`src/verilog/rftx_pkg.sv`:
```
/*
 * Shared constants, register map, field positions and state encodings of the
 * RF transmitter operation control block.
 * Assumes a word-addressed Avalon-MM slave port with 32-bit data and one clock.
 */
// Summary of operation
// - Bits 7, 6, 3, 2 and 1 of the operation control register always read back as zero.
// - With the modulation select bit at 0 the amplifier enable follows the transmit bit directly (OOK).
// - With the modulation select bit (bit 5) at 1 the amplifier stays on and the bit steers the frequency (FSK); in burst the amplifier is off between bytes.
// - With the direct select bit at 0 the payload comes from the transmit FIFO under a state machine.
// - Once the FIFO payload has been sent in burst operation the transmitter drops back to standby.
// - With the direct select bit at 1 the transmitted bit is the software-written direct data bit.
// - Writing 1 to the send trigger bit (bit 0) with the direct select bit at 0 starts a burst packet transmission.
// - Hardware clears the send trigger bit once the whole packet has gone out.
// - Completion raises the burst done interrupt in the same cycle that the trigger bit clears.
// - Writing 0 to the trigger bit during a burst aborts it and the block stops sending.
package rftx_pkg;

    localparam int ADDR_W = 3;
    localparam int DATA_W = 32;

    // Word indices on the bus
    localparam logic [2:0] OFS_OPER = 3'h0;
    localparam logic [2:0] OFS_DIRECT = 3'h1;
    localparam logic [2:0] OFS_RF_EN = 3'h2;
    localparam logic [2:0] OFS_IRQ_STAT = 3'h3;
    localparam logic [2:0] OFS_IRQ_MASK = 3'h4;
    localparam logic [2:0] OFS_STATUS = 3'h5;

    // Field positions
    localparam int OPER_STROBE_BIT = 0;
    localparam int OPER_DIRECT_BIT = 4;
    localparam int OPER_FSK_BIT = 5;
    localparam int DIRECT_TX_BIT = 0;
    localparam int RF_EN_SYNTH_BIT = 0;
    localparam int RF_EN_TX_BIT = 1;
    localparam int IRQ_DONE_BIT = 0;
    localparam int STATUS_BUSY_BIT = 0;
    localparam int STATUS_SENDING_BIT = 1;

    // Values after reset
    localparam logic [7:0] OPER_RESET = 8'h00;
    localparam logic [7:0] DIRECT_RESET = 8'h00;
    localparam logic [7:0] RF_EN_RESET = 8'h00;
    localparam logic [7:0] IRQ_MASK_RESET = 8'h00;
    localparam logic [31:0] READ_ZERO = 32'h0000_0000;

    // Cycles per transmitted bit
    localparam int DEF_BIT_CYCLES = 200;
    localparam int BIT_CNT_W = 16;
    localparam logic [2:0] BYTE_LAST_BIT = 3'h7;

    typedef enum logic [3:0] {
        ST_IDLE = 4'b0001,
        ST_LOAD = 4'b0010,
        ST_SHIFT = 4'b0100,
        ST_DONE = 4'b1000
    } rftx_state_t;

    function automatic logic rftx_hit(input logic [2:0] addr, input logic [2:0] ofs);
        rftx_hit = (addr == ofs);
    endfunction : rftx_hit

endpackage : rftx_pkg

```
`src/verilog/rftx_bit_if.sv`:
```
/*
 * Internal carrier between the control core, the bit serializer and the
 * modulation stage.
 * Assumes all parties run on one clock.
 */
`timescale 1ns/100ps
`default_nettype none
interface rftx_bit_if;
    logic byte_load;
    logic [7:0] byte_data;
    logic stop;
    logic ser_bit;
    logic ser_busy;
    logic byte_done;
    logic fsk;
    logic src_bit;
    logic active;
    logic pa_en;
    logic freq_hi;

    modport ctl(output byte_load, byte_data, stop, fsk, src_bit, active,
                input ser_bit, ser_busy, byte_done, pa_en, freq_hi);
    modport ser(input byte_load, byte_data, stop, output ser_bit, ser_busy, byte_done);
    modport modu(input fsk, src_bit, active, output pa_en, freq_hi);
endinterface : rftx_bit_if
`default_nettype wire

```
`src/verilog/rftx_modulator.sv`:
```
/*
 * Turns the current transmit bit into amplifier enable and frequency select.
 * Assumes the bit source and mode are chosen by the control core.
 */
`timescale 1ns/100ps
`default_nettype none
module rftx_modulator (
    input wire logic core_clk,
    input wire logic arst_n,
    input wire logic ce,
    rftx_bit_if.modu bus
);
    import rftx_pkg::*;

    typedef struct packed {
        logic pa_en;
        logic freq_hi;
    } rftx_mod_s_t;

    rftx_mod_s_t q;
    rftx_mod_s_t n;

    always_comb begin
        n = q;
        if (!bus.active) begin
            n.pa_en = 1'b0;
            n.freq_hi = 1'b0;
        end else if (bus.fsk) begin
            n.pa_en = 1'b1;
            n.freq_hi = bus.src_bit;
        end else begin
            n.pa_en = bus.src_bit;
            n.freq_hi = 1'b0;
        end
    end

    always_ff @(posedge core_clk or negedge arst_n) begin
        if (!arst_n) begin
            q <= '0;
        end else if (ce) begin
            q <= n;
        end
    end

    assign bus.pa_en = q.pa_en;
    assign bus.freq_hi = q.freq_hi;
endmodule : rftx_modulator
`default_nettype wire

```
`src/verilog/rftx_op_ctrl.sv`:
```
/*
 * Operation control of the RF transmitter: register file on Avalon-MM,
 * burst sequencer fed from an external show-ahead FIFO, direct mode path,
 * and the burst done interrupt.
 * Assumes the FIFO presents its head byte with fifo_valid and drops it on
 * a one-cycle fifo_pop; the analogue side acts on the enables it is given.
 */
`timescale 1ns/100ps
`default_nettype none
module rftx_op_ctrl #(
    parameter int BIT_CYCLES = rftx_pkg::DEF_BIT_CYCLES
) (
    input wire logic core_clk,
    input wire logic arst_n,
    input wire logic ce,
    input wire logic [rftx_pkg::ADDR_W-1:0] avs_address,
    input wire logic avs_read,
    input wire logic avs_write,
    input wire logic [3:0] avs_byteenable,
    input wire logic [rftx_pkg::DATA_W-1:0] avs_writedata,
    output logic [rftx_pkg::DATA_W-1:0] avs_readdata,
    output logic avs_waitrequest,
    input wire logic [7:0] fifo_data,
    input wire logic fifo_valid,
    output logic fifo_pop,
    output logic synth_enable,
    output logic tx_enable,
    output logic pa_enable,
    output logic freq_high,
    output logic irq
);
    import rftx_pkg::*;

    typedef struct packed {
        logic freq_shift_select;
        logic direct_select;
        logic send_trigger;
        logic direct_tx_bit;
        logic synth_on;
        logic tx_on;
        logic done_stat;
        logic done_mask;
        logic [DATA_W-1:0] rdata;
        logic wreq;
        logic irq;
        logic pop;
        logic synth_en;
        logic tx_en;
        logic load;
        logic stop;
        logic [7:0] byte_q;
        rftx_state_t st;
    } rftx_ctl_s_t;

    rftx_ctl_s_t q;
    rftx_ctl_s_t n;

    rftx_bit_if bit_if();

    logic acc;
    logic wr_acc;
    logic rd_acc;
    logic lane0;

    rftx_serializer #(
        .BIT_CYCLES(BIT_CYCLES)
    ) u_ser (
        .core_clk(core_clk),
        .arst_n(arst_n),
        .ce(ce),
        .bus(bit_if.ser)
    );

    rftx_modulator u_mod (
        .core_clk(core_clk),
        .arst_n(arst_n),
        .ce(ce),
        .bus(bit_if.modu)
    );

    // Request taken at the edge where waitrequest is sampled low
    assign acc = (avs_read || avs_write) && !q.wreq;
    assign wr_acc = acc && avs_write;
    assign rd_acc = acc && avs_read;
    assign lane0 = avs_byteenable[0];

    // Byte, load and stop for the serializer; bit source and activity for the modulation stage
    assign bit_if.byte_load = q.load;
    assign bit_if.byte_data = q.byte_q;
    assign bit_if.stop = q.stop;
    assign bit_if.fsk = q.freq_shift_select;
    assign bit_if.src_bit = q.direct_select ? q.direct_tx_bit : bit_if.ser_bit;
    assign bit_if.active = q.direct_select ? (q.synth_on && q.tx_on) : bit_if.ser_busy;

    always_comb begin
        n = q;
        n.pop = 1'b0;
        n.load = 1'b0;
        n.stop = 1'b0;

        // One wait cycle, then a single cycle with waitrequest low
        if ((avs_read || avs_write) && q.wreq) begin
            n.wreq = 1'b0;
        end else begin
            n.wreq = 1'b1;
        end

        // Read image captured one cycle ahead of the accepting edge
        if (avs_read && q.wreq) begin
            n.rdata = READ_ZERO;
            if (rftx_hit(avs_address, OFS_OPER)) begin
                n.rdata[OPER_FSK_BIT] = q.freq_shift_select;
                n.rdata[OPER_DIRECT_BIT] = q.direct_select;
                n.rdata[OPER_STROBE_BIT] = q.send_trigger;
            end else if (rftx_hit(avs_address, OFS_DIRECT)) begin
                n.rdata[DIRECT_TX_BIT] = q.direct_tx_bit;
            end else if (rftx_hit(avs_address, OFS_RF_EN)) begin
                n.rdata[RF_EN_SYNTH_BIT] = q.synth_on;
                n.rdata[RF_EN_TX_BIT] = q.tx_on;
            end else if (rftx_hit(avs_address, OFS_IRQ_STAT)) begin
                n.rdata[IRQ_DONE_BIT] = q.done_stat;
            end else if (rftx_hit(avs_address, OFS_IRQ_MASK)) begin
                n.rdata[IRQ_DONE_BIT] = q.done_mask;
            end else if (rftx_hit(avs_address, OFS_STATUS)) begin
                n.rdata[STATUS_BUSY_BIT] = (q.st != ST_IDLE);
                n.rdata[STATUS_SENDING_BIT] = bit_if.ser_busy;
            end
        end

        // Read clears only what the reader has seen
        if (rd_acc && rftx_hit(avs_address, OFS_IRQ_STAT) && q.rdata[IRQ_DONE_BIT]) begin
            n.done_stat = 1'b0;
        end

        // Burst sequencer
        case (q.st)
            ST_IDLE: begin
                if (q.send_trigger && !q.direct_select) begin
                    n.st = ST_LOAD;
                end
            end
            ST_LOAD: begin
                if (fifo_valid) begin
                    n.pop = 1'b1;
                    n.load = 1'b1;
                    n.byte_q = fifo_data;
                    n.st = ST_SHIFT;
                end else begin
                    n.st = ST_DONE;
                end
            end
            ST_SHIFT: begin
                if (bit_if.byte_done) begin
                    n.st = ST_LOAD;
                end
            end
            ST_DONE: begin
                n.send_trigger = 1'b0;
                n.done_stat = 1'b1;
                n.st = ST_IDLE;
            end
            default: begin
                n.st = ST_IDLE;
            end
        endcase

        // Register writes
        if (wr_acc && lane0) begin
            if (rftx_hit(avs_address, OFS_OPER)) begin
                // Mode bits held while a burst runs; software keeps off them anyway
                if (q.st == ST_IDLE && !q.send_trigger) begin
                    n.freq_shift_select = avs_writedata[OPER_FSK_BIT];
                    n.direct_select = avs_writedata[OPER_DIRECT_BIT];
                    if (avs_writedata[OPER_STROBE_BIT] && !avs_writedata[OPER_DIRECT_BIT]) begin
                        n.send_trigger = 1'b1;
                    end
                end else if (!avs_writedata[OPER_STROBE_BIT] && q.send_trigger && q.st != ST_DONE) begin
                    n.send_trigger = 1'b0;
                    n.stop = 1'b1;
                    n.pop = 1'b0;
                    n.load = 1'b0;
                    n.st = ST_IDLE;
                end
            end else if (rftx_hit(avs_address, OFS_DIRECT)) begin
                n.direct_tx_bit = avs_writedata[DIRECT_TX_BIT];
            end else if (rftx_hit(avs_address, OFS_RF_EN)) begin
                n.synth_on = avs_writedata[RF_EN_SYNTH_BIT];
                n.tx_on = avs_writedata[RF_EN_TX_BIT];
            end else if (rftx_hit(avs_address, OFS_IRQ_MASK)) begin
                n.done_mask = avs_writedata[IRQ_DONE_BIT];
            end
        end

        // Enables: software sequenced in direct mode, sequencer driven in burst
        if (n.direct_select) begin
            n.synth_en = n.synth_on;
            n.tx_en = n.synth_on && n.tx_on;
        end else begin
            n.synth_en = (n.st != ST_IDLE);
            n.tx_en = (n.st == ST_SHIFT) || (n.st == ST_LOAD && q.st == ST_SHIFT);
        end

        n.irq = n.done_stat && n.done_mask;
    end

    always_ff @(posedge core_clk or negedge arst_n) begin
        if (!arst_n) begin
            q <= '0;
            q.freq_shift_select <= OPER_RESET[OPER_FSK_BIT];
            q.direct_select <= OPER_RESET[OPER_DIRECT_BIT];
            q.send_trigger <= OPER_RESET[OPER_STROBE_BIT];
            q.direct_tx_bit <= DIRECT_RESET[DIRECT_TX_BIT];
            q.synth_on <= RF_EN_RESET[RF_EN_SYNTH_BIT];
            q.tx_on <= RF_EN_RESET[RF_EN_TX_BIT];
            q.done_mask <= IRQ_MASK_RESET[IRQ_DONE_BIT];
            q.wreq <= 1'b1;
            q.st <= ST_IDLE;
        end else if (ce) begin
            q <= n;
        end
    end

    assign avs_readdata = q.rdata;
    assign avs_waitrequest = q.wreq;
    assign fifo_pop = q.pop;
    assign synth_enable = q.synth_en;
    assign tx_enable = q.tx_en;
    assign pa_enable = bit_if.pa_en;
    assign freq_high = bit_if.freq_hi;
    assign irq = q.irq;
endmodule : rftx_op_ctrl
`default_nettype wire

```
`src/verilog/rftx_serializer.sv`:
```
/*
 * Shifts one payload byte out MSB first, one bit per BIT_CYCLES clocks.
 * Assumes a load pulse only while idle; stop cancels at once.
 */
`timescale 1ns/100ps
`default_nettype none
module rftx_serializer #(
    parameter int BIT_CYCLES = rftx_pkg::DEF_BIT_CYCLES
) (
    input wire logic core_clk,
    input wire logic arst_n,
    input wire logic ce,
    rftx_bit_if.ser bus
);
    import rftx_pkg::*;

    typedef struct packed {
        logic [7:0] shreg;
        logic [BIT_CNT_W-1:0] cnt;
        logic [2:0] bitn;
        logic busy;
        logic done;
    } rftx_ser_s_t;

    rftx_ser_s_t q;
    rftx_ser_s_t n;

    always_comb begin
        n = q;
        n.done = 1'b0;
        if (bus.stop) begin
            n.busy = 1'b0;
        end else if (bus.byte_load && !q.busy) begin
            n.shreg = bus.byte_data;
            n.cnt = '0;
            n.bitn = BYTE_LAST_BIT;
            n.busy = 1'b1;
        end else if (q.busy) begin
            if (q.cnt == BIT_CNT_W'(BIT_CYCLES - 1)) begin
                n.cnt = '0;
                if (q.bitn == 3'h0) begin
                    n.busy = 1'b0;
                    n.done = 1'b1;
                end else begin
                    n.shreg = {q.shreg[6:0], 1'b0};
                    n.bitn = q.bitn - 3'h1;
                end
            end else begin
                n.cnt = q.cnt + BIT_CNT_W'(1);
            end
        end
    end

    always_ff @(posedge core_clk or negedge arst_n) begin
        if (!arst_n) begin
            q <= '0;
        end else if (ce) begin
            q <= n;
        end
    end

    assign bus.ser_bit = q.shreg[7];
    assign bus.ser_busy = q.busy;
    assign bus.byte_done = q.done;
endmodule : rftx_serializer
`default_nettype wire
```
`config.mk`:
```
export PLATFORM = sky130hd
export DESIGN_NAME = rftx_op_ctrl
export DESIGN_NICKNAME = d
export VERILOG_FILES = /design/src/verilog/rftx_pkg.sv /design/src/verilog/rftx_bit_if.sv /design/src/verilog/rftx_modulator.sv /design/src/verilog/rftx_op_ctrl.sv /design/src/verilog/rftx_serializer.sv
export SDC_FILE = /design/constraint.sdc
export NUM_CORES = 1
export LEC_CHECK = 0
export BUFFER_PORTS_ARGS = -buffer_cell sky130_fd_sc_hd__buf_2
export CAP_MARGIN = 10
export CORE_MARGIN = 1.5
export CORE_UTILIZATION = 50
export CTS_BUF_LIST = sky130_fd_sc_hd__clkbuf_16
export DETAILED_ROUTE_END_ITERATION = 6
export MAX_ROUTING_LAYER = met4
export PLACE_DENSITY = 0.76
export SYNTH_ARGS = -nofsm -noshare
export SYNTH_HDL_FRONTEND = slang
export SYNTH_SLANG_ARGS = --single-unit
```
`constraint.sdc`:
```
create_clock -name core_clk -period 3.99 [get_ports core_clk]
set_input_delay 0.399 -clock core_clk [delete_from_list [all_inputs] [get_ports core_clk]]
set_output_delay 0.399 -clock core_clk [all_outputs]
set_load 0.02 [all_outputs]
```
==> qor.json, run 1 <==
{
  "cts.sink_count": {"value": 61},
  "start_kind": {"value": "flip-flop"},
  "avgRoutedWirePerCell": {"value": 14.2, "unit": "um"},
  "yosys-top-cells-area": {"value": "dfrtp_1, buf_4, mux2_2, nand2_1, o21ai_0"},
  "drv_slew": {"value": 0},
  "synth_compound_gate_area_share": {"value": 15.3, "unit": "%"},
  "avgViaCountPerCell": {"value": 5.59},
  "tightest_slew": {"value": 1060, "unit": "ps"},
  "layout-drive-gt1-share": {"value": 21.1, "unit": "%"},
  "numCtsBuffers": {"value": 9},
  "synthesis.area": {"value": 3540, "unit": "um^2"},
  "routed-via-count": {"value": 2738},
  "worst-endpoint-arrival": {"value": 2360, "unit": "ps"},
  "die_y": {"value": 87.1, "unit": "um"},
  "fin_crit": {"value": 2110, "unit": "ps"},
  "critical_path_cell_by_cell": {"value": "o21a_2 > nand4_4 > or4_1 > a21oi_1"},
  "dr.pass1.iters": {"value": 4},
  "timing.max_cap.violations": {"value": 0},
  "grt_start_max_net_pins": {"value": 62},
  "post_place_cells": {"value": 474},
  "xor_and_xnor_area_share_after_synthesis": {"value": 0.743, "unit": "%"},
  "report.final.setup_viol": {"value": 0},
  "most_frequent_cells_after_synthesis": {"value": "dfrtp_1, nand2_1, buf_4, o21ai_0"},
  "final-hold-violation-count": {"value": 0},
  "synth.top_cell.area_share": {"value": 41.7, "unit": "%"},
  "floorplan.die_area": {"value": 7590, "unit": "um^2"},
  "post-synth-top-count-cell": {"value": "dfrtp_1"},
  "placement.setup.worst_slack": {"value": 1710, "unit": "ps"},
  "timing.final.crit_share": {"value": 52.8, "unit": "%"},
  "clock_tree.buffer_depth": {"value": 2},
  "max_freq": {"value": 0.475, "unit": "GHz"},
  "design.portCount": {"value": 92},
  "post_cts.repair.setup_buffers": {"value": 0},
  "cp-startpoint": {"value": "u_ser.bus.ser_busy"},
  "timing_worst_setup_path_type": {"value": "reg2reg"},
  "worstPathMaxFanout": {"value": 20},
  "worst_setup_hold_path_clk_slew": {"value": 50, "unit": "ps"},
  "drt_first_iter_violations": {"value": 170},
  "post_synth_num_cell_types": {"value": 67},
  "grt_first_pass_wirelength": {"value": 11900, "unit": "um"},
  "critPathCaptureType": {"value": "flip-flop"},
  "power.density_cell_area": {"value": 517, "unit": "nW/um^2"},
  "synth_async_reset_ratio": {"value": 100, "unit": "%"},
  "finalHoldWorstSlack": {"value": 219, "unit": "ps"},
  "initial_utilization": {"value": 51.8, "unit": "%"},
  "critPathSlowestCell": {"value": "dfrtp_1"},
  "static-leakage-power": {"value": 1.79, "unit": "nW"},
  "critPathBufInv": {"value": 0},
  "slew_headroom": {"value": 28.7, "unit": "%"},
  "ctsHoldBuffers": {"value": 0},
  "synth_area_leader_cell": {"value": "dfrtp_1"},
  "place.port_buffers": {"value": 32},
  "placement.cell_area": {"value": 3620, "unit": "um^2"},
  "route.detailed.drc": {"value": 0},
  "ys.warnings.count": {"value": 0},
  "fin_area": {"value": 3910, "unit": "um^2"},
  "post-dp-hpwl": {"value": 4870, "unit": "um"},
  "postSynthRegisterBits": {"value": 61},
  "synth_top_family_by_area": {"value": "simple AND/OR/NAND/NOR gates"},
  "peakVddDrop": {"value": 297, "unit": "uV"},
  "htreeDepth": {"value": 3},
  "antenna_violating_nets_post_route": {"value": 0},
  "synth_adder_area_share": {"value": 1.06, "unit": "%"},
  "nNetsFinal": {"value": 445},
  "placeableCoreArea": {"value": 6830, "unit": "um^2"},
  "grt_pass1_vias": {"value": 2547},
  "critical-path-max-stage-delay": {"value": 770, "unit": "ps"},
  "skew": {"value": 8.02, "unit": "ps"},
  "synth.avg_cell_area": {"value": 9.72, "unit": "um^2"},
  "layout_setup_ws": {"value": 1880, "unit": "ps"},
  "flow.area_growth_from_synthesis": {"value": 10.6, "unit": "%"},
  "cts_tree": {"value": "yes"},
  "syn-instance-count": {"value": 364},
  "cts_resized": {"value": 0},
  "register_to_register_path_setup_slack": {"value": 1880, "unit": "ps"},
  "globalRoute.totalOverflow": {"value": 0},
  "n_fill_cell": {"value": 608},
  "outcome": {"value": "finished, final reports clean"},
  "gpl.final_weighted_congestion": {"value": 0.896},
  "root_buffer": {"value": "clkbuf_16"},
  "rsz_0062_raised_after_global_routing": {"value": "no"},
  "r2r_start": {"value": "u_ser.bus.ser_busy"},
  "antenna_found_initial": {"value": 0},
  "dieWidth": {"value": 87.1, "unit": "um"},
  "rows": {"value": 30},
  "worst_ep_required_time": {"value": 4240, "unit": "ps"},
  "clkLatencyLatePin": {"value": 330, "unit": "ps"},
  "synth-edff-count": {"value": 0},
  "cp_top_family": {"value": "flip-flops"},
  "setup_tns": {"value": 0, "unit": "ps"},
  "final_cell_count_no_fill": {"value": 490},
  "number_of_antenna_diodes": {"value": 0},
  "ys.flop_type": {"value": "dfrtp_1"},
  "track_usage": {"value": 20.8, "unit": "%"},
  "synth-simple-area-share": {"value": 22.3, "unit": "%"},
  "synth.area.mux_share": {"value": 7.39, "unit": "%"},
  "type_of_the_most_critical_hold_path": {"value": "in2async"},
  "routed_wirelength": {"value": 6970, "unit": "um"},
  "ys_seq_area_share": {"value": 43.2, "unit": "%"}
}
-- cells in the final DEF, fill, tap and decap left out, drive strengths merged, types with 4 or more instances in the layout --
master / netlist / layout
a221oi: 4 / 4
dfrtp: 59 / 59
nor3: 10 / 10
conb: 1 / 28
or3: 4 / 4
buf: 41 / 33
nand3: 12 / 12
nor4: 10 / 10
o2bb2ai: 6 / 6
clkinv: 2 / 5
nand2: 40 / 40
o21a: 4 / 4
nor2b: 4 / 4
nor2: 21 / 21
nand4: 8 / 8
o21ai: 27 / 27
mux2i: 4 / 4
clkbuf: 5 / 9
and3: 4 / 4
mux2: 19 / 19
inv: 9 / 10
nand2b: 4 / 4
a21oi: 19 / 19
-- metal layers --
metal | global-route usage, % | wire (um)
met1 | 26.0 | 3140
met2 | 32.0 | 3320
met3 | 5.12 | 381
met4 | 9.24 | 125
met5 | - | 0
-- report_power, final --
group | switching, W | internal [W] | leakage, nW
sequential | 0.000114 | 0.000717 | 0.791
clock | 0.000281 | 0.000479 | 0.143
combinational | 0.000256 | 0.000175 | 0.852
-- layout make-up --
| class | count | area (um^2) | share of cell area, % |
|---|---|---|---|
| timing repair buffer | 33 | 168 | 4.29 |
| tap | 96 | 120 | 3.07 |
| clock inverter | 7 | 67.6 | 1.73 |
| multi-input combinational | 273 | 1760 | 45.0 |
| clock buffer | 9 | 225 | 5.76 |
| sequential | 61 | 1530 | 39.1 |
| inverter | 11 | 41.3 | 1.06 |
-- worst paths after layout --
path / to / depth (start not counted)
max in group asynchronous: u_ser.q[17] / 2
worst min register to register: u_mod.bus.freq_hi / 1
worst max register to register: u_ser.q[18] / 4
worst min-delay path: q[51] / 2
worst max-delay path: u_ser.q[18] / 4
min in group core_clk: bit_if.byte_data[5] / 2
-- registers in the layout, indices dropped and copies added (netlist names), 4 cells and up --
| signal | count |
|---|---|
| bit_if.byte_data | 8 |
| u_ser.q | 26 |
| avs_readdata | 4 |
| q | 11 |
-- through the flow --
stage	total power, W	utilization (%)
global placement	0.00125	53.0
finish	0.00202	57.3
floorplan	0.00118	-
CTS	0.00204	57.3
detailed placement	0.00127	53.0
global route	0.00213	57.3
-- cell families after synthesis --
group / count (synthesis)
flip-flops: 61
multiplexers: 23
AND/OR/NAND/NOR: 133
adder cells (fa/ha/maj): 3
buffers and inverters: 57
AO/OA/AOI/OAI: 83
XOR/XNOR: 3
other: 1
No activity file was read; power rests on OpenSTA's default activity.
==> inputs of run 2 (changes only) <==
--- a/config.mk
+++ b/config.mk
@@ -8,7 +8,7 @@
 export BUFFER_PORTS_ARGS = -buffer_cell sky130_fd_sc_hd__buf_2
 export CAP_MARGIN = 10
 export CORE_MARGIN = 1.5
-export CORE_UTILIZATION = 50
+export CORE_UTILIZATION = 48
 export CTS_BUF_LIST = sky130_fd_sc_hd__clkbuf_16
 export DETAILED_ROUTE_END_ITERATION = 6
 export MAX_ROUTING_LAYER = met4
==> constraint.sdc (replaced) <==
create_clock -name core_clk -period 1.7 [get_ports core_clk]
set_input_delay 0.17 -clock core_clk [delete_from_list [all_inputs] [get_ports core_clk]]
set_output_delay 0.17 -clock core_clk [all_outputs]
set_load 0.02 [all_outputs]
==> run 2 against run 1 <==
Compared with the run above:
- the flow now finishes with violations (setup timing)
- clock skew is 0.99 ps higher
- flip-flop and latch count unchanged
- combinational power grew to 3.9 times the previous value
==> qor.json, run 2 (synthesized netlist as in run 1, its figures left out) <==
{
  "outcome": {"value": "complete, but fails checks"},
  "failed_checks": {"value": "setup timing"},
  "rsz_0062_raised_after_global_routing": {"value": "yes"},
  "floorplan.die_area": {"value": 7900, "unit": "um^2", "change": "+4.0%"},
  "sequential_fraction_of_design_power": {"value": 35.2, "unit": "%", "change": "-5.9 points"},
  "timing.hold.worst.start": {"value": "fifo_data[2]"},
  "fin_area": {"value": 4630, "unit": "um^2", "change": "+18%"},
  "finalHoldWorstSlack": {"value": 72.2, "unit": "ps", "change": "-147 ps"},
  "routed-via-count": {"value": 3025, "change": "+10%"},
  "avgRoutedWirePerCell": {"value": 15.5, "unit": "um", "change": "+9.2%"},
  "power.density_cell_area": {"value": 1140, "unit": "nW/um^2", "change": "+120%"},
  "route.detailed.drc": {"value": 0, "change": "unchanged"},
  "timing.final.crit_share": {"value": 109, "unit": "%", "change": "+56 points"},
  "layout_common_cells": {"value": "dfrtp_1, buf_4, nand2_1, buf_2, conb_1"},
  "worstPathMaxFanout": {"value": 3, "change": "-85%"},
  "die_y": {"value": 88.9, "unit": "um", "change": "+2.0%"},
  "number_of_antenna_diodes": {"value": 0, "change": "unchanged"},
  "largest_register_ff_count": {"value": 26, "change": "unchanged"},
  "peakVddDrop": {"value": 553, "unit": "uV", "change": "+86%"},
  "r2r_start": {"value": "q[0]"},
  "static-leakage-power": {"value": 2.15, "unit": "nW", "change": "+20%"},
  "dr.pass1.iters": {"value": 4, "change": "unchanged"},
  "max_freq": {"value": 0.542, "unit": "GHz", "change": "+14%"},
  "placeableCoreArea": {"value": 7180, "unit": "um^2", "change": "+5.0%"},
  "globalRoute.totalOverflow": {"value": 0, "change": "unchanged"},
  "track_usage": {"value": 22.7, "unit": "%", "change": "+2.0 points"},
  "report.final.setup_viol": {"value": 22, "change": "+22"},
  "antenna_found_initial": {"value": 0, "change": "unchanged"},
  "rows": {"value": 31, "change": "+3.3%"},
  "p_switching": {"value": 0.00171, "unit": "W", "change": "+160%"},
  "grt_pass1_vias": {"value": 2866, "change": "+13%"},
  "power.combinational.fraction": {"value": 32.2, "unit": "%", "change": "+11 points"},
  "worst_setup_hold_path_clk_slew": {"value": 50, "unit": "ps", "change": "about the same"},
  "post-dp-hpwl": {"value": 5500, "unit": "um", "change": "+13%"},
  "cts_tree": {"value": "yes"},
  "place.port_buffers": {"value": 32, "change": "unchanged"},
  "critPathCaptureType": {"value": "flip-flop"},
  "largest-register": {"value": "u_ser.q"},
  "avgViaCountPerCell": {"value": 5.51, "change": "-1.4%"},
  "crit-reg2reg-capture": {"value": "q[57]"},
  "n_fill_cell": {"value": 549, "change": "-9.7%"},
  "routed_wirelength": {"value": 8530, "unit": "um", "change": "+22%"},
  "layout-drive-gt1-share": {"value": 38.7, "unit": "%", "change": "+18 points"},
  "reg2reg_depth": {"value": 5, "change": "+1"},
  "power": {"value": 0.00528, "unit": "W", "change": "+160%"},
  "hold_end": {"value": "bit_if.byte_data[2]"},
  "flow.area_growth_from_synthesis": {"value": 30.8, "unit": "%"},
  "dieWidth": {"value": 88.9, "unit": "um", "change": "+2.0%"},
  "design.portCount": {"value": 92, "change": "unchanged"},
  "clock_tree.buffer_depth": {"value": 2, "change": "unchanged"},
  "share_clk_of_total_power": {"value": 32.7, "unit": "%", "change": "-4.9 points"},
  "timing.max_cap.violations": {"value": 0, "change": "unchanged"},
  "layout_setup_ws": {"value": -145, "unit": "ps", "change": "-2030 ps"},
  "internal_power": {"value": 0.00357, "unit": "W", "change": "+160%"},
  "drt_first_iter_violations": {"value": 183, "change": "+7.6%"},
  "grt_first_pass_wirelength": {"value": 13400, "unit": "um", "change": "+13%"},
  "placement.setup.worst_slack": {"value": -142, "unit": "ps", "change": "-1850 ps"},
  "timing_worst_setup_path_type": {"value": "reg2reg"},
  "numCtsBuffers": {"value": 9, "change": "unchanged"},
  "skew": {"value": 9.00, "unit": "ps", "change": "+0.987 ps"},
  "setup_tns": {"value": -1370, "unit": "ps", "change": "-1370 ps"},
  "clkLatencyLatePin": {"value": 330, "unit": "ps", "change": "about the same"},
  "antenna_violating_nets_post_route": {"value": 0, "change": "unchanged"},
  "worst-endpoint-arrival": {"value": 2050, "unit": "ps", "change": "-310 ps"},
  "gpl.final_weighted_congestion": {"value": 0.919, "change": "+2.6%"},
  "power_switching_share": {"value": 32.4, "unit": "%", "change": "+0.22 points"},
  "initial_utilization": {"value": 49.3, "unit": "%", "change": "-2.5 points"},
  "nNetsFinal": {"value": 501, "change": "+13%"},
  "hold_depth": {"value": 2},
  "worst_ep_required_time": {"value": 1910, "unit": "ps", "change": "-2330 ps"},
  "layout_commonest_cell": {"value": "dfrtp_1"},
  "fin_crit": {"value": 1840, "unit": "ps", "change": "-263 ps"},
  "register_to_register_path_setup_slack": {"value": -140, "unit": "ps", "change": "-2030 ps"},
  "htreeDepth": {"value": 3, "change": "unchanged"},
  "grt_start_max_net_pins": {"value": 62, "change": "unchanged"},
  "placement.cell_area": {"value": 3990, "unit": "um^2", "change": "+10%"},
  "cts.sink_count": {"value": 61, "change": "unchanged"},
  "type_of_the_most_critical_hold_path": {"value": "in2reg"},
  "start_kind": {"value": "flip-flop"},
  "final-hold-violation-count": {"value": 0, "change": "unchanged"},
  "root_buffer": {"value": "clkbuf_16"},
  "drv_slew": {"value": 0, "change": "unchanged"}
}
run 2: changes by cell type in the layout (fill, tap and decap cells not counted), moves of 5 or more:
cell	change
a21oi_1	-8
o21ai_0	-8
nor4_1	-5
buf_6	+9
buf_4	+41
a21oi_2	+8
o21ai_1	+8
run 2: worst max-delay path by stage:
stage	from	endpoint	cells past startpoint
finish	q[0]	q[57]	5
global route	q[0]	q[57]	5
global placement	q[0]	q[57]	5
detailed placement	q[0]	q[57]	5
CTS	q[0]	q[57]	5
floorplan	q[0]	bit_if.fsk	6
run 2: per-stage QoR:
stage,cells,utilization (%)
floorplan,391,-
global placement,521,55.6
detailed placement,521,55.6
CTS,541,60.4
global route,549,64.5
finish,549,64.5
run 2: timing repair:
action | in CTS | in global routing
pin swaps | 1 | 19
gates cloned | 1 | 0
hold endpoints to repair | 59 | 0
setup buffers | 2 | 9
setup endpoints to repair | 18 | 34
resized for setup | 6 | 53
hold buffers | 1 | 0
run 2: layer usage:
metal	part of all wire (%)	wire, um	track usage, %
met5	0	0	-
met4	1.3	113	8.52
met3	5.2	445	6.34
met2	51	4350	36.6
met1	42	3620	27.2
run 2: worst max-delay path, cell delays in order, from the launching register on:
cell and delay, ps:
dfstp_2 520, or4b_4 500, nor2_4 120, nand2_2 80
nor3_4 190, mux2_4 320
run 2: cell type report:
type / instances / area (um^2) / share of cell area [%]
Clock buffer: 9 / 225 / 4.86
Clock inverter: 7 / 58.8 / 1.27
Inverter: 11 / 41.3 / 0.892
Multi-Input combinational cell: 274 / 1980 / 42.9
Sequential cell: 61 / 1530 / 33.0
Tap cell: 99 / 124 / 2.68
Timing Repair Buffer: 88 / 667 / 14.4
run 2: power groups by stage:
| stage | sequential [W] | combinational, W | clock, W |
|---|---|---|---|
| after floorplan | 0.00188 | 0.000911 | 0 |
| after CTS | 0.00183 | 0.00143 | 0.00175 |
| after global routing | 0.00188 | 0.00186 | 0.00183 |
| after detailed placement | 0.00185 | 0.00138 | 0 |
| after global placement | 0.00185 | 0.00134 | 0 |
| final | 0.00186 | 0.00170 | 0.00172 |
==> inputs of run 3 (changes only) <==
--- a/config.mk
+++ b/config.mk
@@ -5,14 +5,16 @@
 export SDC_FILE = /design/constraint.sdc
 export NUM_CORES = 1
 export LEC_CHECK = 0
+export ABC_AREA = 1
 export BUFFER_PORTS_ARGS = -buffer_cell sky130_fd_sc_hd__buf_2
 export CAP_MARGIN = 10
 export CORE_MARGIN = 1.5
-export CORE_UTILIZATION = 48
+export CORE_UTILIZATION = 50
 export CTS_BUF_LIST = sky130_fd_sc_hd__clkbuf_16
 export DETAILED_ROUTE_END_ITERATION = 6
 export MAX_ROUTING_LAYER = met4
 export PLACE_DENSITY = 0.76
+export SKIP_CTS_REPAIR_TIMING = 1
 export SYNTH_ARGS = -nofsm -noshare
 export SYNTH_HDL_FRONTEND = slang
 export SYNTH_SLANG_ARGS = --single-unit
==> constraint.sdc (replaced) <==
create_clock -name core_clk -period 2.4 [get_ports core_clk]
set_input_delay 0.24 -clock core_clk [delete_from_list [all_inputs] [get_ports core_clk]]
set_output_delay 0.24 -clock core_clk [all_outputs]
set_load 0.02 [all_outputs]
==> run 3 against run 2 <==
Compared with the run above:
- the run now ends clean
- total power fell by 45%
- clock skew fell by 3.1 ps
- synthesized cell count rose by 25%
- critical path depth increased by 8
- clock power down 31%
- non-clock buffer count is 50 lower
- worst setup slack better by 680 ps
- highest routed layer unchanged
- combinational power is 70% lower
==> qor.json, run 3 <==
{
  "cts_tree": {"value": "yes"},
  "post-dp-hpwl": {"value": 5120, "unit": "um", "change": "-7.0%"},
  "nNetsFinal": {"value": 545, "change": "+8.8%"},
  "ys_seq_area_share": {"value": 44.2, "unit": "%", "change": "+0.95 points"},
  "yosys-top-cells-area": {"value": "dfrtp_1, nand2_1, buf_4, nand3_1, o21ai_0"},
  "skew": {"value": 5.95, "unit": "ps", "change": "-3.05 ps"},
  "post-synth-top-count-cell": {"value": "nand2_1"},
  "antenna_found_initial": {"value": 0, "change": "unchanged"},
  "timing_worst_setup_path_type": {"value": "reg2reg"},
  "power.density_cell_area": {"value": 758, "unit": "nW/um^2", "change": "-34%"},
  "outcome": {"value": "finished, final reports clean"},
  "grt_first_pass_wirelength": {"value": 12100, "unit": "um", "change": "-9.6%"},
  "layout_common_cells": {"value": "nand2_1, dfrtp_1, nor2_1, inv_1, nand3_1"},
  "fin_crit": {"value": 1870, "unit": "ps", "change": "+24.9 ps"},
  "critPathCaptureType": {"value": "flip-flop"},
  "power_switching_share": {"value": 28.6, "unit": "%", "change": "-3.8 points"},
  "ys.flop_type": {"value": "dfrtp_1"},
  "worst_setup_hold_path_clk_slew": {"value": 50, "unit": "ps", "change": "about the same"},
  "sequential_fraction_of_design_power": {"value": 41.9, "unit": "%", "change": "+6.7 points"},
  "gpl.final_weighted_congestion": {"value": 0.886, "change": "-3.6%"},
  "initial_utilization": {"value": 51.2, "unit": "%", "change": "+1.9 points"},
  "numCtsBuffers": {"value": 9, "change": "unchanged"},
  "clock_tree.buffer_depth": {"value": 2, "change": "unchanged"},
  "cp-startpoint": {"value": "u_ser.q[5]"},
  "route.detailed.drc": {"value": 0, "change": "unchanged"},
  "start_kind": {"value": "flip-flop"},
  "share_clk_of_total_power": {"value": 40.5, "unit": "%", "change": "+7.8 points"},
  "synth_area_leader_cell": {"value": "dfrtp_1"},
  "worstPathMaxFanout": {"value": 13, "change": "+10"},
  "dr.pass1.iters": {"value": 4, "change": "unchanged"},
  "flow.area_growth_from_synthesis": {"value": 11.3, "unit": "%"},
  "power": {"value": 0.00292, "unit": "W", "change": "-45%"},
  "layout_commonest_cell": {"value": "nand2_1"},
  "avgViaCountPerCell": {"value": 5.12, "change": "-7.1%"},
  "htreeDepth": {"value": 3, "change": "unchanged"},
  "globalRoute.totalOverflow": {"value": 0, "change": "unchanged"},
  "max_freq": {"value": 0.535, "unit": "GHz", "change": "-1.3%"},
  "postSynthRegisterBits": {"value": 61, "change": "unchanged"},
  "power.combinational.fraction": {"value": 17.6, "unit": "%", "change": "-15 points"},
  "most_frequent_cells_after_synthesis": {"value": "nand2_1, dfrtp_1, nor2_1, inv_1, nand3_1"},
  "fraction_of_the_core_area_covered_by_cells_at_the_end_of_the_flow": {"value": 57.1, "unit": "%", "change": "-7.5 points"},
  "clkLatencyLatePin": {"value": 320, "unit": "ps", "change": "about the same"},
  "r2r_start": {"value": "u_ser.q[5]"},
  "timing.hold.worst.start": {"value": "avs_writedata[5]"},
  "routed-via-count": {"value": 2934, "change": "-3.0%"},
  "grt_pass1_vias": {"value": 2682, "change": "-6.4%"},
  "drv_slew": {"value": 0, "change": "unchanged"},
  "worst-endpoint-arrival": {"value": 2080, "unit": "ps", "change": "+30 ps"},
  "ys.warnings.count": {"value": 0, "change": "unchanged"},
  "synthesis.area": {"value": 3460, "unit": "um^2", "change": "-2.2%"},
  "worst_ep_required_time": {"value": 2610, "unit": "ps", "change": "+700 ps"},
  "drt_first_iter_violations": {"value": 145, "change": "-21%"},
  "placeableCoreArea": {"value": 6760, "unit": "um^2", "change": "-5.8%"},
  "routed_wirelength": {"value": 6960, "unit": "um", "change": "-18%"},
  "final-hold-violation-count": {"value": 0, "change": "unchanged"},
  "placement.setup.worst_slack": {"value": 539, "unit": "ps", "change": "+681 ps"},
  "root_buffer": {"value": "clkbuf_16"},
  "rows": {"value": 30, "change": "-3.2%"},
  "setup_tns": {"value": 0, "unit": "ps", "change": "+1370 ps"},
  "synth_async_reset_ratio": {"value": 100, "unit": "%", "change": "unchanged"},
  "floorplan.die_area": {"value": 7430, "unit": "um^2", "change": "-5.9%"},
  "syn-instance-count": {"value": 454, "change": "+25%"},
  "p_switching": {"value": 0.000835, "unit": "W", "change": "-51%"},
  "place.port_buffers": {"value": 32, "change": "unchanged"},
  "type_of_the_most_critical_hold_path": {"value": "in2reg"},
  "avgRoutedWirePerCell": {"value": 12.1, "unit": "um", "change": "-22%"},
  "antenna_violating_nets_post_route": {"value": 0, "change": "unchanged"},
  "dieWidth": {"value": 86.2, "unit": "um", "change": "-3.0%"},
  "synth.avg_cell_area": {"value": 7.63, "unit": "um^2", "change": "-22%"},
  "grt_start_max_net_pins": {"value": 24, "change": "-61%"},
  "timing.max_cap.violations": {"value": 0, "change": "unchanged"},
  "cts.sink_count": {"value": 61, "change": "unchanged"},
  "largest-register": {"value": "u_ser.q"},
  "design.portCount": {"value": 92, "change": "unchanged"},
  "timing.final.crit_share": {"value": 77.9, "unit": "%", "change": "-31 points"},
  "number_of_antenna_diodes": {"value": 0, "change": "unchanged"},
  "layout-drive-gt1-share": {"value": 14.4, "unit": "%", "change": "-24 points"},
  "post_synth_num_cell_types": {"value": 34, "change": "-49%"},
  "internal_power": {"value": 0.00209, "unit": "W", "change": "-42%"},
  "finalHoldWorstSlack": {"value": 132, "unit": "ps", "change": "+59.7 ps"},
  "largest_register_ff_count": {"value": 26, "change": "unchanged"},
  "report.final.setup_viol": {"value": 0, "change": "-100%"},
  "peakVddDrop": {"value": 452, "unit": "uV", "change": "-18%"},
  "rsz_0062_raised_after_global_routing": {"value": "no"},
  "synth-edff-count": {"value": 0, "change": "unchanged"},
  "die_y": {"value": 86.2, "unit": "um", "change": "-3.0%"},
  "track_usage": {"value": 21.2, "unit": "%", "change": "-1.6 points"},
  "synth.top_cell.area_share": {"value": 42.6, "unit": "%", "change": "+0.92 points"},
  "layout_setup_ws": {"value": 530, "unit": "ps", "change": "+675 ps"},
  "static-leakage-power": {"value": 2.00, "unit": "nW", "change": "-6.7%"}
}
run 3: critical path, cell delays in order, from the launching register on:
cell	delay [ps]
dfrtp_1	400
ha_1	220
nand2_1	70
inv_1	50
nand3_1	70
nor2_1	70
nand2_1	80
nand2_1	80
nand2_1	100
inv_2	50
nand2_2	210
clkinv_2	210
nand2_1	110
nand2_1	50
run 3: final cells by class:
cell class	count	area, um^2
Sequential cell	61	1530
Multi-Input combinational cell	334	1570
Timing Repair Buffer	38	208
Tap cell	80	100
Clock buffer	9	225
Fill cell	639	2900
Inverter	45	170
Clock inverter	6	48.8
run 3: logic make-up (layout without fill, tap and decap cells):
kind of cell | Yosys count | count (layout) | synth area share [%]
AND/OR/NAND/NOR | 238 | 238 | 29.4
buffers and inverters | 86 | 98 | 13.3
flip-flops | 61 | 61 | 44.2
AO/OA/AOI/OAI | 56 | 56 | 9.11
multiplexers | 8 | 8 | 2.60
adder cells (fa/ha/maj) | 3 | 3 | 1.08
other | 1 | 28 | 0.108
XOR/XNOR | 1 | 1 | 0.253
run 3: final timing paths:
| path | to | slack, ps | depth (start not counted) |
|---|---|---|---|
| setup / recovery | u_ser.q[3] | 530 | 13 |
| hold / removal | bit_if.fsk | 130 | 3 |
| setup reg to reg | u_ser.q[3] | 530 | 13 |
| hold reg to reg | u_ser.q[22] | 480 | 2 |
| max in group asynchronous | q[0] | 1260 | 3 |
| min in group asynchronous | u_ser.q[19] | 420 | 2 |
run 3: power groups by stage:
| stage | registers (W) | logic [W] | clock network [W] |
|---|---|---|---|
| global placement | 0.00123 | 0.000499 | 0 |
| floorplan | 0.00125 | 0.000386 | 0 |
| finish | 0.00122 | 0.000515 | 0.00118 |
| detailed placement | 0.00124 | 0.000514 | 0 |
| global route | 0.00124 | 0.000591 | 0.00126 |
| CTS | 0.00122 | 0.000518 | 0.00120 |
run 3: layer usage:
layer | track usage, % | wire, um
met1 | 28.0 | 3210
met2 | 32.9 | 3300
met3 | 3.43 | 343
met4 | 8.36 | 100
met5 | - | 0
run 3: per-stage QoR:
stage               instances  cell area, um^2
finish                    573             3850
global route              573             3850
CTS                       572             3840
detailed placement        557             3570
global placement          557             3570
floorplan                 481             3560
